File: src/scl_pkg.sv
package scl_pkg;
    // Bus map, byte addresses
    localparam logic [7:0] OFS_CMD = 8'h00;
    localparam logic [7:0] OFS_PC = 8'h04;
    localparam logic [7:0] OFS_OPA = 8'h08;
    localparam logic [7:0] OFS_OPB = 8'h0c;
    localparam logic [7:0] OFS_STAT = 8'h10;
    localparam logic [7:0] OFS_USP = 8'h14;
    localparam logic [7:0] OFS_ISP = 8'h18;
    localparam logic [7:0] OFS_FLG = 8'h1c;
    localparam logic [7:0] OFS_INTERRUPT_TABLE_BASE = 8'h20;
    localparam logic [2:0] GPR_PAGE = 3'h2;
    // Command word and status register fields
    localparam int CMD_OP_LSB = 0;
    localparam int CMD_FORM_BIT = 3;
    localparam int CMD_MEM_BIT = 4;
    localparam int CMD_DST_LSB = 5;
    localparam int CMD_LEN_LSB = 8;
    localparam int STAT_BUSY = 0;
    localparam int STAT_ERR = 1;
    localparam int STAT_IBLK = 2;
    // Flag bits
    localparam int FLG_Z_BIT = 2;
    localparam int FLG_S_BIT = 3;
    localparam int FLG_U_BIT = 7;
    typedef enum logic [2:0] {
        OP_DCALL = 3'h0, OP_ICALL = 3'h1, OP_SCALL = 3'h2, OP_CLOAD = 3'h3,
        OP_CTX = 3'h4, OP_ELOAD = 3'h5, OP_ITBL = 3'h6, OP_NONE = 3'h7
    } scl_op_e;
    typedef enum logic [2:0] {
        DST_FB = 3'h0, DST_SB = 3'h1, DST_SP = 3'h2, DST_ISP = 3'h3,
        DST_FLG = 3'h4, DST_ITBH = 3'h5, DST_ITBL = 3'h6, DST_BAD = 3'h7
    } scl_dst_e;
    // General registers: R0..R3, address_reg_zero/one, static_base, frame_base
    localparam logic [2:0] GPR_A0 = 3'h4;
    localparam logic [2:0] GPR_A1 = 3'h5;
    localparam logic [2:0] GPR_SB = 3'h6;
    localparam logic [2:0] GPR_FB = 3'h7;
    typedef enum logic [2:0] {
        ST_IDLE = 3'b000, ST_READ = 3'b001, ST_PUSH = 3'b011,
        ST_EXEC = 3'b010, ST_ITBL = 3'b110, ST_POP = 3'b111
    } scl_st_e;
    localparam logic signed [19:0] DCALL_MIN = -20'sh07fff;
    localparam logic signed [19:0] DCALL_MAX = 20'sh08000;
    localparam logic [19:0] VEC_TOP = 20'hffffe;
    localparam logic [19:0] VEC_LO = 20'hffe00;
    localparam logic [7:0] PAGE_MIN = 8'h12;
    localparam logic [3:0] PCH_SPECIAL = 4'hf;
    localparam logic [3:0] SCALL_LEN = 4'h2;
    localparam logic [15:0] PUSH_OFS_H = 16'h0001;
    localparam logic [15:0] PUSH_OFS_L = 16'h0003;
    localparam logic [15:0] PUSH_OFS_M = 16'h0002;
    localparam logic [15:0] POP_STEP = 16'h0002;
    // Index of the last byte of a read burst
    localparam logic [1:0] RD_B = 2'h0;
    localparam logic [1:0] RD_W = 2'h1;
    localparam logic [1:0] RD_A = 2'h2;
    typedef struct packed {
        logic valid;
        logic we;
        logic [19:0] addr;
        logic [7:0] wdata;
    } scl_mem_s;
endpackage : scl_pkg

File: src/scl_exec.sv
`timescale 1ns/1ps
// Overview of operation
// - Direct call: word offset -32767..+32768 from start, or absolute 20-bit target.
// - Calls: SP-1, store high return byte; SP-2, store middle and low bytes.
// - Indirect word call adds sign-extended operand to start; address form loads it.
// - Memory operand read low byte first: 2 bytes word form, 3 address form.
// - Operand address holds low byte; higher bytes follow at rising addresses.
// - Special-page call: upper PC bits 0F, low 16 from FFFFE minus twice page.
// - Vector table spans FFE00..FFFDA; page 255 lowest entry, page 18 highest.
// - Control load copies register, memory or immediate into chosen control register.
// - No interrupt accepted at boundary right after a control-register load.
// - Stack pointer load writes the pointer chosen by the stack-select flag.
// - Control load changes flags only when the destination is the flag register.
// - Context restore reads task number at 16-bit address, table base 20-bit.
// - Selection byte at base plus twice task; correction byte at next address.
// - Restore pops only selected registers, then adds correction to stack pointer.
// - Extended load uses 20-bit source; byte into address register zero-extends.
// - Extended load: sign flag is bit 15 (bit 7 for byte into data register), zero flag over that same width.
// - Table base load writes 20-bit immediate as high half then low half.
module scl_exec
    import scl_pkg::*;
(
    // Clock and reset
    input wire logic I_SYS_CLK,
    input wire logic I_SRST,
    // APB slave
    input wire logic I_PSEL,
    input wire logic I_PENABLE,
    input wire logic I_PWRITE,
    input wire logic [7:0] I_PADDR,
    input wire logic [31:0] I_PWDATA,
    output logic [31:0] O_PRDATA,
    output logic O_PREADY,
    output logic O_PSLVERR,
    // Byte memory port
    output scl_mem_s O_MEM,
    input wire logic I_MEM_READY,
    input wire logic [7:0] I_MEM_RDATA,
    // Core status
    output logic O_BUSY,
    output logic O_IRQ_BLOCK,
    output logic [19:0] O_PC
);

    function automatic logic [19:0] stk_addr(input logic [15:0] a);
        return {4'h0, a};
    endfunction : stk_addr

    scl_st_e st_reg;
    scl_st_e st_next;
    scl_st_e go_st;
    scl_st_e rd_st;
    scl_op_e op_reg;
    scl_op_e w_op;
    scl_dst_e w_dst;
    logic form_reg, mem_reg, ctx_ph_reg, half_reg;
    logic [2:0] dst_reg, idx_reg;
    logic [3:0] len_reg;
    logic [1:0] cnt_reg, last_reg, go_last;
    logic [19:0] rd_addr_reg, go_addr;
    logic [23:0] buf_reg;
    logic [7:0] sel_reg, corr_reg;
    logic [15:0] off_reg;
    logic [19:0] pc_reg, opa_reg, interrupt_table_base_reg;
    logic [15:0] opb_reg, usp_reg, isp_reg, flg_reg;
    logic [15:0] gpr_reg [8];
    logic err_reg, iblk_reg;

    // Bus decode
    wire apb_acc = I_PSEL & I_PENABLE;
    wire idle = (st_reg == ST_IDLE);
    wire apb_wr = apb_acc & I_PWRITE & idle;
    wire hit_gpr = (I_PADDR[7:5] == GPR_PAGE) && (I_PADDR[1:0] == 2'h0);
    wire mapped = hit_gpr || (I_PADDR inside {OFS_CMD, OFS_PC, OFS_OPA, OFS_OPB,
        OFS_STAT, OFS_USP, OFS_ISP, OFS_FLG, OFS_INTERRUPT_TABLE_BASE});
    wire cmd_wr = apb_wr & (I_PADDR == OFS_CMD);

    // Command decode
    assign w_op = scl_op_e'(I_PWDATA[CMD_OP_LSB +: 3]);
    assign w_dst = scl_dst_e'(I_PWDATA[CMD_DST_LSB +: 3]);
    wire w_form = I_PWDATA[CMD_FORM_BIT];
    wire w_mem = I_PWDATA[CMD_MEM_BIT];
    wire disp_ok = ($signed(opa_reg) >= DCALL_MIN) && ($signed(opa_reg) <= DCALL_MAX);
    wire page_ok = opa_reg[7:0] >= PAGE_MIN;
    wire go_err = cmd_wr & ((w_op == OP_NONE) | ((w_op == OP_DCALL) & !w_form & !disp_ok)
        | ((w_op == OP_SCALL) & !page_ok) | ((w_op == OP_CLOAD) & (w_dst == DST_BAD)));
    wire go = cmd_wr & !go_err;
    assign go_addr = (w_op == OP_SCALL) ? VEC_TOP - {11'h0, opa_reg[7:0], 1'b0}
        : (w_op == OP_CTX) ? stk_addr(opb_reg)
        : opa_reg;
    assign go_last = (w_op == OP_ICALL) ? (w_form ? RD_A : RD_W)
        : (w_op == OP_ELOAD) ? (w_form ? RD_W : RD_B)
        : (w_op == OP_CTX) ? RD_B : RD_W;
    assign go_st = (w_op == OP_DCALL) ? ST_PUSH
        : (w_op == OP_ICALL) ? (w_mem ? ST_READ : ST_PUSH)
        : (w_op == OP_CLOAD) ? (w_mem ? ST_READ : ST_EXEC)
        : (w_op == OP_ITBL) ? ST_EXEC : ST_READ;

    // Memory sequencing
    wire sp_sel_u = flg_reg[FLG_U_BIT];
    wire [15:0] sp_cur = sp_sel_u ? usp_reg : isp_reg;
    wire mem_take = O_MEM.valid & I_MEM_READY;
    wire rd_done = (st_reg == ST_READ) & mem_take & (cnt_reg == last_reg);
    wire push_done = (st_reg == ST_PUSH) & mem_take & (cnt_reg == RD_A);
    wire pop_sel = sel_reg[idx_reg];
    wire pop_step = (st_reg == ST_POP) & (!pop_sel | (mem_take & half_reg));
    wire pop_done = pop_step & (idx_reg == 3'h7);
    wire is_call = (op_reg == OP_DCALL) | (op_reg == OP_ICALL) | (op_reg == OP_SCALL);
    assign rd_st = is_call ? ST_PUSH : (op_reg == OP_CTX) ? (ctx_ph_reg ? ST_POP : ST_READ)
        : ST_EXEC;

    // Call targets and return address
    wire [3:0] ret_len = (op_reg == OP_SCALL) ? SCALL_LEN : len_reg;
    wire [19:0] ret_addr = pc_reg + {16'h0, ret_len};
    wire [19:0] call_tgt = (op_reg == OP_DCALL) ? (form_reg ? opa_reg : pc_reg + opa_reg)
        : (op_reg == OP_ICALL) ? (form_reg ? buf_reg[19:0]
            : pc_reg + {{4{buf_reg[15]}}, buf_reg[15:0]})
        : {PCH_SPECIAL, buf_reg[15:0]};
    wire [15:0] push_ofs = (cnt_reg == RD_B) ? PUSH_OFS_H
        : (cnt_reg == RD_W) ? PUSH_OFS_L : PUSH_OFS_M;
    wire [7:0] push_byte = (cnt_reg == RD_B) ? {4'h0, ret_addr[19:16]}
        : (cnt_reg == RD_W) ? ret_addr[7:0] : ret_addr[15:8];

    assign O_MEM.valid = (st_reg == ST_READ) | (st_reg == ST_PUSH) | ((st_reg == ST_POP) & pop_sel);
    assign O_MEM.we = (st_reg == ST_PUSH);
    assign O_MEM.addr = (st_reg == ST_PUSH) ? stk_addr(sp_cur - push_ofs)
        : (st_reg == ST_POP) ? stk_addr(sp_cur + off_reg + {15'h0, half_reg})
        : rd_addr_reg;
    assign O_MEM.wdata = push_byte;

    // Extended load result
    wire el_wide = form_reg | (dst_reg == GPR_A0) | (dst_reg == GPR_A1);
    wire [15:0] el_val = form_reg ? buf_reg[15:0]
        : el_wide ? {8'h0, buf_reg[7:0]}
        : {gpr_reg[dst_reg][15:8], buf_reg[7:0]};
    wire el_msb = el_wide ? el_val[15] : el_val[7];
    wire el_zero = el_wide ? (el_val == 16'h0) : (el_val[7:0] == 8'h0);
    wire exec_cl = (st_reg == ST_EXEC) & (op_reg == OP_CLOAD);
    wire exec_el = (st_reg == ST_EXEC) & (op_reg == OP_ELOAD);

    // Stack pointer updates from calls, context restore and SP control load
    wire sp_we = push_done | pop_done | (exec_cl & (dst_reg == DST_SP));
    wire [15:0] sp_wv = push_done ? sp_cur - PUSH_OFS_L
        : pop_done ? sp_cur + {8'h0, corr_reg} : buf_reg[15:0];

    always_comb begin
        st_next = st_reg;
        unique case (st_reg)
            ST_IDLE: if (go) st_next = go_st;
            ST_READ: if (rd_done) st_next = rd_st;
            ST_PUSH: if (push_done) st_next = ST_IDLE;
            ST_EXEC: st_next = (op_reg == OP_ITBL) ? ST_ITBL : ST_IDLE;
            ST_ITBL: st_next = ST_IDLE;
            ST_POP: if (pop_done) st_next = ST_IDLE;
            default: st_next = ST_IDLE;
        endcase
    end

    // Sequencer state
    always_ff @(posedge I_SYS_CLK) begin
        if (I_SRST) begin
            st_reg <= ST_IDLE;
            op_reg <= OP_NONE;
            {form_reg, mem_reg, ctx_ph_reg, half_reg} <= 4'h0;
            {dst_reg, idx_reg, len_reg} <= 10'h000;
            {cnt_reg, last_reg} <= 4'h0;
            rd_addr_reg <= 20'h00000;
            buf_reg <= 24'h000000;
            {sel_reg, corr_reg} <= 16'h0000;
            off_reg <= 16'h0000;
        end else begin
            st_reg <= st_next;
            if (go) begin
                op_reg <= w_op;
                form_reg <= w_form;
                mem_reg <= w_mem;
                dst_reg <= w_dst;
                len_reg <= I_PWDATA[CMD_LEN_LSB +: 4];
                cnt_reg <= RD_B;
                last_reg <= go_last;
                ctx_ph_reg <= 1'b0;
                rd_addr_reg <= go_addr;
                buf_reg <= {4'h0, opa_reg};
            end else if ((st_reg == ST_READ) && mem_take) begin
                buf_reg[{cnt_reg, 3'h0} +: 8] <= I_MEM_RDATA;
                rd_addr_reg <= rd_addr_reg + 20'h00001;
                cnt_reg <= rd_done ? RD_B : cnt_reg + 2'h1;
                if (rd_done && (op_reg == OP_CTX) && !ctx_ph_reg) begin
                    ctx_ph_reg <= 1'b1;
                    last_reg <= RD_W;
                    rd_addr_reg <= opa_reg + {11'h0, I_MEM_RDATA, 1'b0};
                end
                if (rd_done && ctx_ph_reg) begin
                    sel_reg <= buf_reg[7:0];
                    corr_reg <= I_MEM_RDATA;
                    idx_reg <= 3'h0;
                    half_reg <= 1'b0;
                    off_reg <= 16'h0000;
                end
            end else if ((st_reg == ST_PUSH) && mem_take) begin
                cnt_reg <= push_done ? RD_B : cnt_reg + 2'h1;
            end else if (pop_step) begin
                idx_reg <= idx_reg + 3'h1;
                half_reg <= 1'b0;
                if (pop_sel) off_reg <= off_reg + POP_STEP;
            end else if ((st_reg == ST_POP) && mem_take) begin
                half_reg <= 1'b1;
            end
        end
    end

    // Architectural registers
    always_ff @(posedge I_SYS_CLK) begin
        if (I_SRST) begin
            {pc_reg, opa_reg, interrupt_table_base_reg} <= 60'h0;
            {opb_reg, usp_reg, isp_reg, flg_reg} <= 64'h0;
            for (int i = 0; i < 8; i++) gpr_reg[i] <= 16'h0000;
            err_reg <= 1'b0;
            iblk_reg <= 1'b0;
        end else begin
            if (apb_wr) begin
                if (I_PADDR == OFS_PC) pc_reg <= I_PWDATA[19:0];
                if (I_PADDR == OFS_OPA) opa_reg <= I_PWDATA[19:0];
                if (I_PADDR == OFS_OPB) opb_reg <= I_PWDATA[15:0];
                if (I_PADDR == OFS_USP) usp_reg <= I_PWDATA[15:0];
                if (I_PADDR == OFS_ISP) isp_reg <= I_PWDATA[15:0];
                if (I_PADDR == OFS_FLG) flg_reg <= I_PWDATA[15:0];
                if (I_PADDR == OFS_INTERRUPT_TABLE_BASE) interrupt_table_base_reg <= I_PWDATA[19:0];
                if (hit_gpr) gpr_reg[I_PADDR[4:2]] <= I_PWDATA[15:0];
            end
            if (go_err) err_reg <= 1'b1;
            else if (go) err_reg <= 1'b0;
            // Block holds until the next instruction is issued
            if (go) iblk_reg <= 1'b0;
            if (push_done) pc_reg <= call_tgt;
            if (sp_we && sp_sel_u) usp_reg <= sp_wv;
            if (sp_we && !sp_sel_u) isp_reg <= sp_wv;
            if ((st_reg == ST_POP) && mem_take) begin
                if (half_reg) gpr_reg[idx_reg][15:8] <= I_MEM_RDATA;
                else gpr_reg[idx_reg][7:0] <= I_MEM_RDATA;
            end
            if (exec_cl) begin
                iblk_reg <= 1'b1;
                unique case (scl_dst_e'(dst_reg))
                    DST_FB: gpr_reg[GPR_FB] <= buf_reg[15:0];
                    DST_SB: gpr_reg[GPR_SB] <= buf_reg[15:0];
                    DST_ISP: isp_reg <= buf_reg[15:0];
                    DST_FLG: flg_reg <= buf_reg[15:0];
                    DST_ITBH: interrupt_table_base_reg[19:16] <= buf_reg[3:0];
                    DST_ITBL: interrupt_table_base_reg[15:0] <= buf_reg[15:0];
                    default: ;
                endcase
            end
            if (exec_el) begin
                gpr_reg[dst_reg] <= el_val;
                flg_reg[FLG_S_BIT] <= el_msb;
                flg_reg[FLG_Z_BIT] <= el_zero;
            end
            // Two halves in successive cycles, as two control loads would
            if ((st_reg == ST_EXEC) && (op_reg == OP_ITBL)) interrupt_table_base_reg[19:16] <= buf_reg[19:16];
            if (st_reg == ST_ITBL) begin
                interrupt_table_base_reg[15:0] <= buf_reg[15:0];
                iblk_reg <= 1'b1;
            end
        end
    end

    // Read mux
    always_comb begin
        O_PRDATA = 32'h0;
        if (hit_gpr) O_PRDATA = {16'h0, gpr_reg[I_PADDR[4:2]]};
        case (I_PADDR)
            OFS_CMD: O_PRDATA = {20'h0, len_reg, dst_reg, mem_reg, form_reg, op_reg};
            OFS_PC: O_PRDATA = {12'h0, pc_reg};
            OFS_OPA: O_PRDATA = {12'h0, opa_reg};
            OFS_OPB: O_PRDATA = {16'h0, opb_reg};
            OFS_STAT: O_PRDATA = {29'h0, iblk_reg, err_reg, !idle};
            OFS_USP: O_PRDATA = {16'h0, usp_reg};
            OFS_ISP: O_PRDATA = {16'h0, isp_reg};
            OFS_FLG: O_PRDATA = {16'h0, flg_reg};
            OFS_INTERRUPT_TABLE_BASE: O_PRDATA = {12'h0, interrupt_table_base_reg};
            default: ;
        endcase
    end

    // Zero wait states; writes during a run are refused to keep state coherent
    assign O_PREADY = 1'b1;
    assign O_PSLVERR = apb_acc & (!mapped | (I_PWRITE & !idle));
    assign O_BUSY = !idle;
    assign O_IRQ_BLOCK = iblk_reg;
    assign O_PC = pc_reg;
endmodule : scl_exec

File: config.mk
export PLATFORM = sky130hd
export DESIGN_NAME = scl_exec
export DESIGN_NICKNAME = d
export VERILOG_FILES = /design/src/scl_pkg.sv /design/src/scl_exec.sv
export SDC_FILE = /design/constraint.sdc
export NUM_CORES = 1
export LEC_CHECK = 0
export BUFFER_PORTS_ARGS = -buffer_cell sky130_fd_sc_hd__buf_2
export CORE_AREA = 4 4 253 230
export DETAILED_ROUTE_END_ITERATION = 6
export DIE_AREA = 0 0 257 234
export RECOVER_POWER = 50
export SLEW_MARGIN = 20
export SYNTH_ARGS = -nofsm -noshare
export SYNTH_HDL_FRONTEND = slang
export SYNTH_SLANG_ARGS = --single-unit
File: constraint.sdc
create_clock -name I_SYS_CLK -period 11.5 [get_ports I_SYS_CLK]
set_input_delay 2.3 -clock I_SYS_CLK [delete_from_list [all_inputs] [get_ports I_SYS_CLK]]
set_output_delay 2.3 -clock I_SYS_CLK [all_outputs]
set_load 0.005 [all_outputs]
== After elaboration in Yosys (flattened, before gate mapping) ==
Memory sizes are Yosys's and may differ from the RTL's. A register that Yosys moved wholly into a read port is not among the register bits.
Cells that the tools add are included.

* Bits of input ports: 54
* Memories kept: 1
* RAM bits: 128
* Register bits: 226
* Output and inout port bits: 86

* Reductions and logical operators: 58
* Eq/ne operators: 44
* Magnitude comparators: 4
* Bitwise operators: 40
* Shift operators: 2
* Muxes and demuxes: 136
* Add/sub/neg operators: 15

{| class="wikitable"
|+ Memory list
! memory !! words !! width !! read ports !! clocked after Yosys merged registers in !! wr ports !! line !! text
|-
| gpr_reg || 8 || 16 || 2 || 1 || 8 || scl_exec.sv:66 || <nowiki>logic [15:0] gpr_reg [8];</nowiki>
|}

{| class="wikitable"
|+ Operators by type and width
! kind !! number
|-
| 16-bit 2-to-1 mux || 30
|-
| 20-bit 2-to-1 mux || 19
|-
| 32-bit case mux with 9 select lines || 1
|-
| 3-bit 2-to-1 mux || 17
|-
| 16-bit OR reduction || 3
|-
| 3-bit equality test (second input constant) || 14
|-
| 1-bit 2-to-1 mux || 42
|-
| 20-bit adder || 2
|-
| 2-bit 2-to-1 mux || 19
|-
| 8-bit by 5-bit equality test with 1-bit output (second input constant) || 4
|-
| 3-bit by 2-bit equality test with 1-bit output (second input constant) || 9
|-
| 1-bit AND || 24
|-
| 24-bit bitwise mux || 1
|-
| 8-bit by 7-bit variable shift with 24-bit output (first input constant) || 1
|-
| 8-bit by 7-bit variable part select with 24-bit output || 1
|-
| 20-bit by 1-bit adder with 20-bit output (second input constant) || 1
|-
| 20-bit by 4-bit adder with 20-bit output || 1
|-
| 20-bit by 9-bit adder with 20-bit output || 1
|-
| 20-bit by 16-bit >= comparator with 1-bit output (second input constant) || 1
|-
| 20-bit by 17-bit <= comparator with 1-bit output (second input constant) || 1
|-
| 2-bit nonzero test || 10
|-
| 16-bit by 1-bit adder with 16-bit output || 1
|-
| 16-bit adder || 1
|-
| 16-bit by 2-bit adder with 16-bit output (second input constant) || 1
|-
| 38 further kinds || 94
|}

== Longest topological paths before layout ==
* Word-level depth: 15
* Gate-level depth with buffers: 14

== Worst setup path after synthesis ==
Ideal clock, no wire load.

* Path kind: input to output
* From: input port I_PADDR[4]
* To: output port O_PRDATA[12]
* Path buffers: 3
* Setup slack: 5.099 ns
* Stages on the path: 8
* Required time: 9.200 ns
* Data arrival time: 4.101 ns
* Path through: clkbuf_1 nor2_1 nand3_1 nor4_1 clkbuf_1 buf_1 nor2_1 a211oi_1

* Word-level cells in the longest chain between the ends: 3
* Elaborated cells on any way between the ends: 12
* Classes of those cells: eq/ne: 8; mux: 2; reduce/logical: 1; memory: 1

{| class="wikitable"
|+ Ends and longest elaborated chain
! element !! line !! text
|-
| from (decl) || scl_exec.sv:30 || <nowiki>input wire logic [7:0] I_PADDR,</nowiki>
|-
| memory 8 x 16 bit || n/a ||
|-
| 16-bit 2-to-1 mux || scl_exec.sv:271 || <nowiki>if (hit_gpr) O_PRDATA = {16'h0, gpr_reg[I_PADDR[4:2]]};</nowiki>
|-
| 32-bit case mux with 9 select lines * || scl_exec.sv:272 || <nowiki>case (I_PADDR)</nowiki>
|-
| to (decl) || scl_exec.sv:32 || <nowiki>output logic [31:0] O_PRDATA,</nowiki>
|}

Mark *: on every way between the ends. The rest lies on a longest branch, timed or not.

== Worst setup path in the final report ==
* From: input port I_PADDR[2]
* To: output port O_PRDATA[2]

The elaborated chain is that of the path after synthesis.

==> qor.yml <==
logic_synthesis:
  synth-simple-area-share_pct: 21.32
  ys.flop_type: "dfxtp_1"
  ys_seq_elements: 352
  synth_cell_types: 98
  synth_cells: 2990
  synth_top_family_by_area: "compound AO/OA/AOI/OAI gates"
  yosysWarnings: 0
  synth-compound-area-share_pct: 21.43
  synth.yosys.seq_area_share_pct: 33.61
  muxShareOfSynthArea_pct: 9.704
  syn_avg_cell_area_sq_um: 8.288
  synthAdderAreaFrac_pct: 4.857
  syn_area_sq_mm: 0.02478
  synth_edf_count: 128
  synthXorXnorAreaFrac_pct: 3.994
  async_reset_ff_share_pct: 0
detailed_routing:
  drt-total-wl_um: 102500
  wire_per_inst_um: 27.18
  vias: 24502
  drc: 2
  first_iter_violations: 3444
  viasPerCell: 6.499
  antenna_left: 0
  dr.pass1.iters: 7
global_routing:
  grt-ovfl-total: 0
  grt_pass1_vias: 22929
  grt_pass1_wl_um: 149500
  grt_usage_pct: 32.80
  antenna_found_initial: 1
  grt_max_degree: 75
outcome:
  violations: "DRC, capacitance limit, slew limit"
  status: "finished, violations left"
power_and_ir_drop:
  power_mw: 2.770
  pwr_density_cell_mw_per_mm2: 102.8
  p_leak_nw: 10.31
  vdd_drop_max_v: 0.00009755
timing:
  final.setup.tns_ns: 0
  grt_setup_unrepaired: "false"
  whs_ns: 0.4567
  finClkSkew_ns: 0.02121
  report.final.slew_viol_count: 166
  slew_headroom_pct: -112.6
  period_minus_slack_ns: 8.988
  hold_viol_final: 0
  setup_slack_ns: 2.512
  period_share_pct: 78.16
  max_freq_mhz: 111.3
  setup_viol: 0
  worstMarginPinSlew_ns: 3.189
clock_network:
  clock_latency_ns: 0.59
  clock_sinks: 352
  cts.reportedPaths.clkPinSlew_ns: 0.05
  cts-resized-gates: 0
  htree_num_levels: 2
  cts_tree: "yes"
  cts_setup_buffers: 0
  cts_buffer_depth: 3
  root_buffer: "clkbuf_16"
  ctsHoldBuffers: 0
  cts_inserted_buffers: 40
worst_setup_path:
  path_max_fanout: 30
  path_class: "input pin to output pin"
  arrival_ns: 6.69
  end_kind: "output pin"
  worstPathRequired_ns: 9.20
  worst_setup_path_start_kind: "input pin"
die:
  rows: 82
  die-width_um: 257
  dieArea_sq_mm: 0.06014
  dieHeight_um: 234
  start_util_pct: 44.65
  boundaryPins: 140
  coreArea_sq_mm: 0.05551
final_layout:
  mostFrequentLayoutCell: "nand2_1"
  seq_area_sq_mm: 0.008328
  n_fill_cell: 5385
  area_delta_synth_final_pct: 8.765
  largest_reg_flops: 128
  drive_gt1_share_pct: 10.99
  multiInputGateArea_sq_mm: 0.01519
  final_cell_mix: "nand2_1, nor2_1, a21oi_1"
  nNetsFinal: 3130
flow_run:
  maxCapViolCount: 5
placed_design:
  hpwl_um: 72600
  place_ws_ns: 3.906
  routabilityCongestion: 1.003
  portBuffers: 114
min_path:
  hold_class: "register to register"
==> stage by stage <==
step / utilization (%) / instances / instance area [sq um]
floorplan: - / 3001 / 24820
global placement: 46.51 / 3698 / 25810
detailed placement: 46.51 / 3698 / 25810
CTS: 48.81 / 3769 / 27090
global route: 48.56 / 3769 / 26950
finish: 48.56 / 3770 / 26950
==> cells in the mapped netlist, drive strengths merged (21+ instances only) <==
| cell | n | share of area, % |
|---|---|---|
| nand2 | 479 | 7.5 |
| nor2 | 316 | 4.9 |
| a21oi | 233 | 4.8 |
| dfxtp | 224 | 18 |
| o21ai | 172 | 3.5 |
| clkbuf | 154 | 2.3 |
| edfxtp | 128 | 16 |
| mux2i | 95 | 3.9 |
| a211oi | 87 | 2.7 |
| ha | 85 | 4.3 |
| nand3 | 80 | 1.6 |
| buf | 79 | 1.8 |
| xnor2 | 74 | 2.6 |
| inv | 62 | 0.94 |
| nor3 | 62 | 1.3 |
| and3 | 54 | 1.4 |
| mux4 | 53 | 4.8 |
| xor2 | 39 | 1.4 |
| o211ai | 38 | 1.2 |
| a221oi | 35 | 1.2 |
| a22oi | 35 | 1.1 |
| a31oi | 35 | 0.88 |
| a21o | 32 | 0.97 |
| and2 | 24 | 0.61 |
| mux2 | 21 | 0.98 |
| nand2b | 21 | 0.53 |
==> area by class of cell <==
class	count	area share (%)
Tap cell	756	3.509
Inverter	63	0.8774
Multi-Input combinational cell	2353	56.36
Antenna cell	1	0.009284
Clock inverter	11	0.5246
Timing Repair Buffer	174	3.607
Clock buffer	60	4.215
Sequential cell	352	30.90
==> worst max-delay path, stage by stage <==
cell	delay [ns]
buf_2	0.33
clkbuf_1	1.87
nor2_1	0.30
nand3_1	0.22
nor4_1	0.06
buf_4	0.24
a22o_1	0.27
a221oi_1	0.55
o21ai_0	0.31
buf_2	0.21
==> routing by layer <==
metal  share of wire, %  GRT usage (%)  wire [um]  vias to the layer above
met2                 42          49.27      43000                     1474
li1                   -              -          -                    10885
met5                  0              0          0                        -
met3                 12          8.617      12770                      273
met1                 40          44.63      41350                    11870
met4                5.2          14.74       5341                        0
==> power by group <==
group	total, mW	leakage, nW	switching (mW)	internal, mW
Combinational	0.161	6.56	0.119	0.0420
Clock	1.30	0.621	0.567	0.731
Sequential	1.31	3.12	0.00673	1.30
==> worst paths after layout <==
check	from	depth (start not counted)	slack (ns)	to
hold / removal	sel_reg[6]	2	0.46	sel_reg[6]
hold reg to reg	sel_reg[6]	2	0.46	sel_reg[6]
setup / recovery	I_PADDR[2]	10	2.51	O_PRDATA[2]
setup reg to reg	st_reg[1]	11	6.49	st_reg[0]
==> cell families after synthesis <==
logic type               after synthesis
AO/OA/AOI/OAI                        813
XOR/XNOR                             113
adder cells (fa/ha/maj)               92
buffers and inverters                296
flip-flops                           352
multiplexers                         169
other                                  2
AND/OR/NAND/NOR                     1153
(Power assumes the default switching activity.)
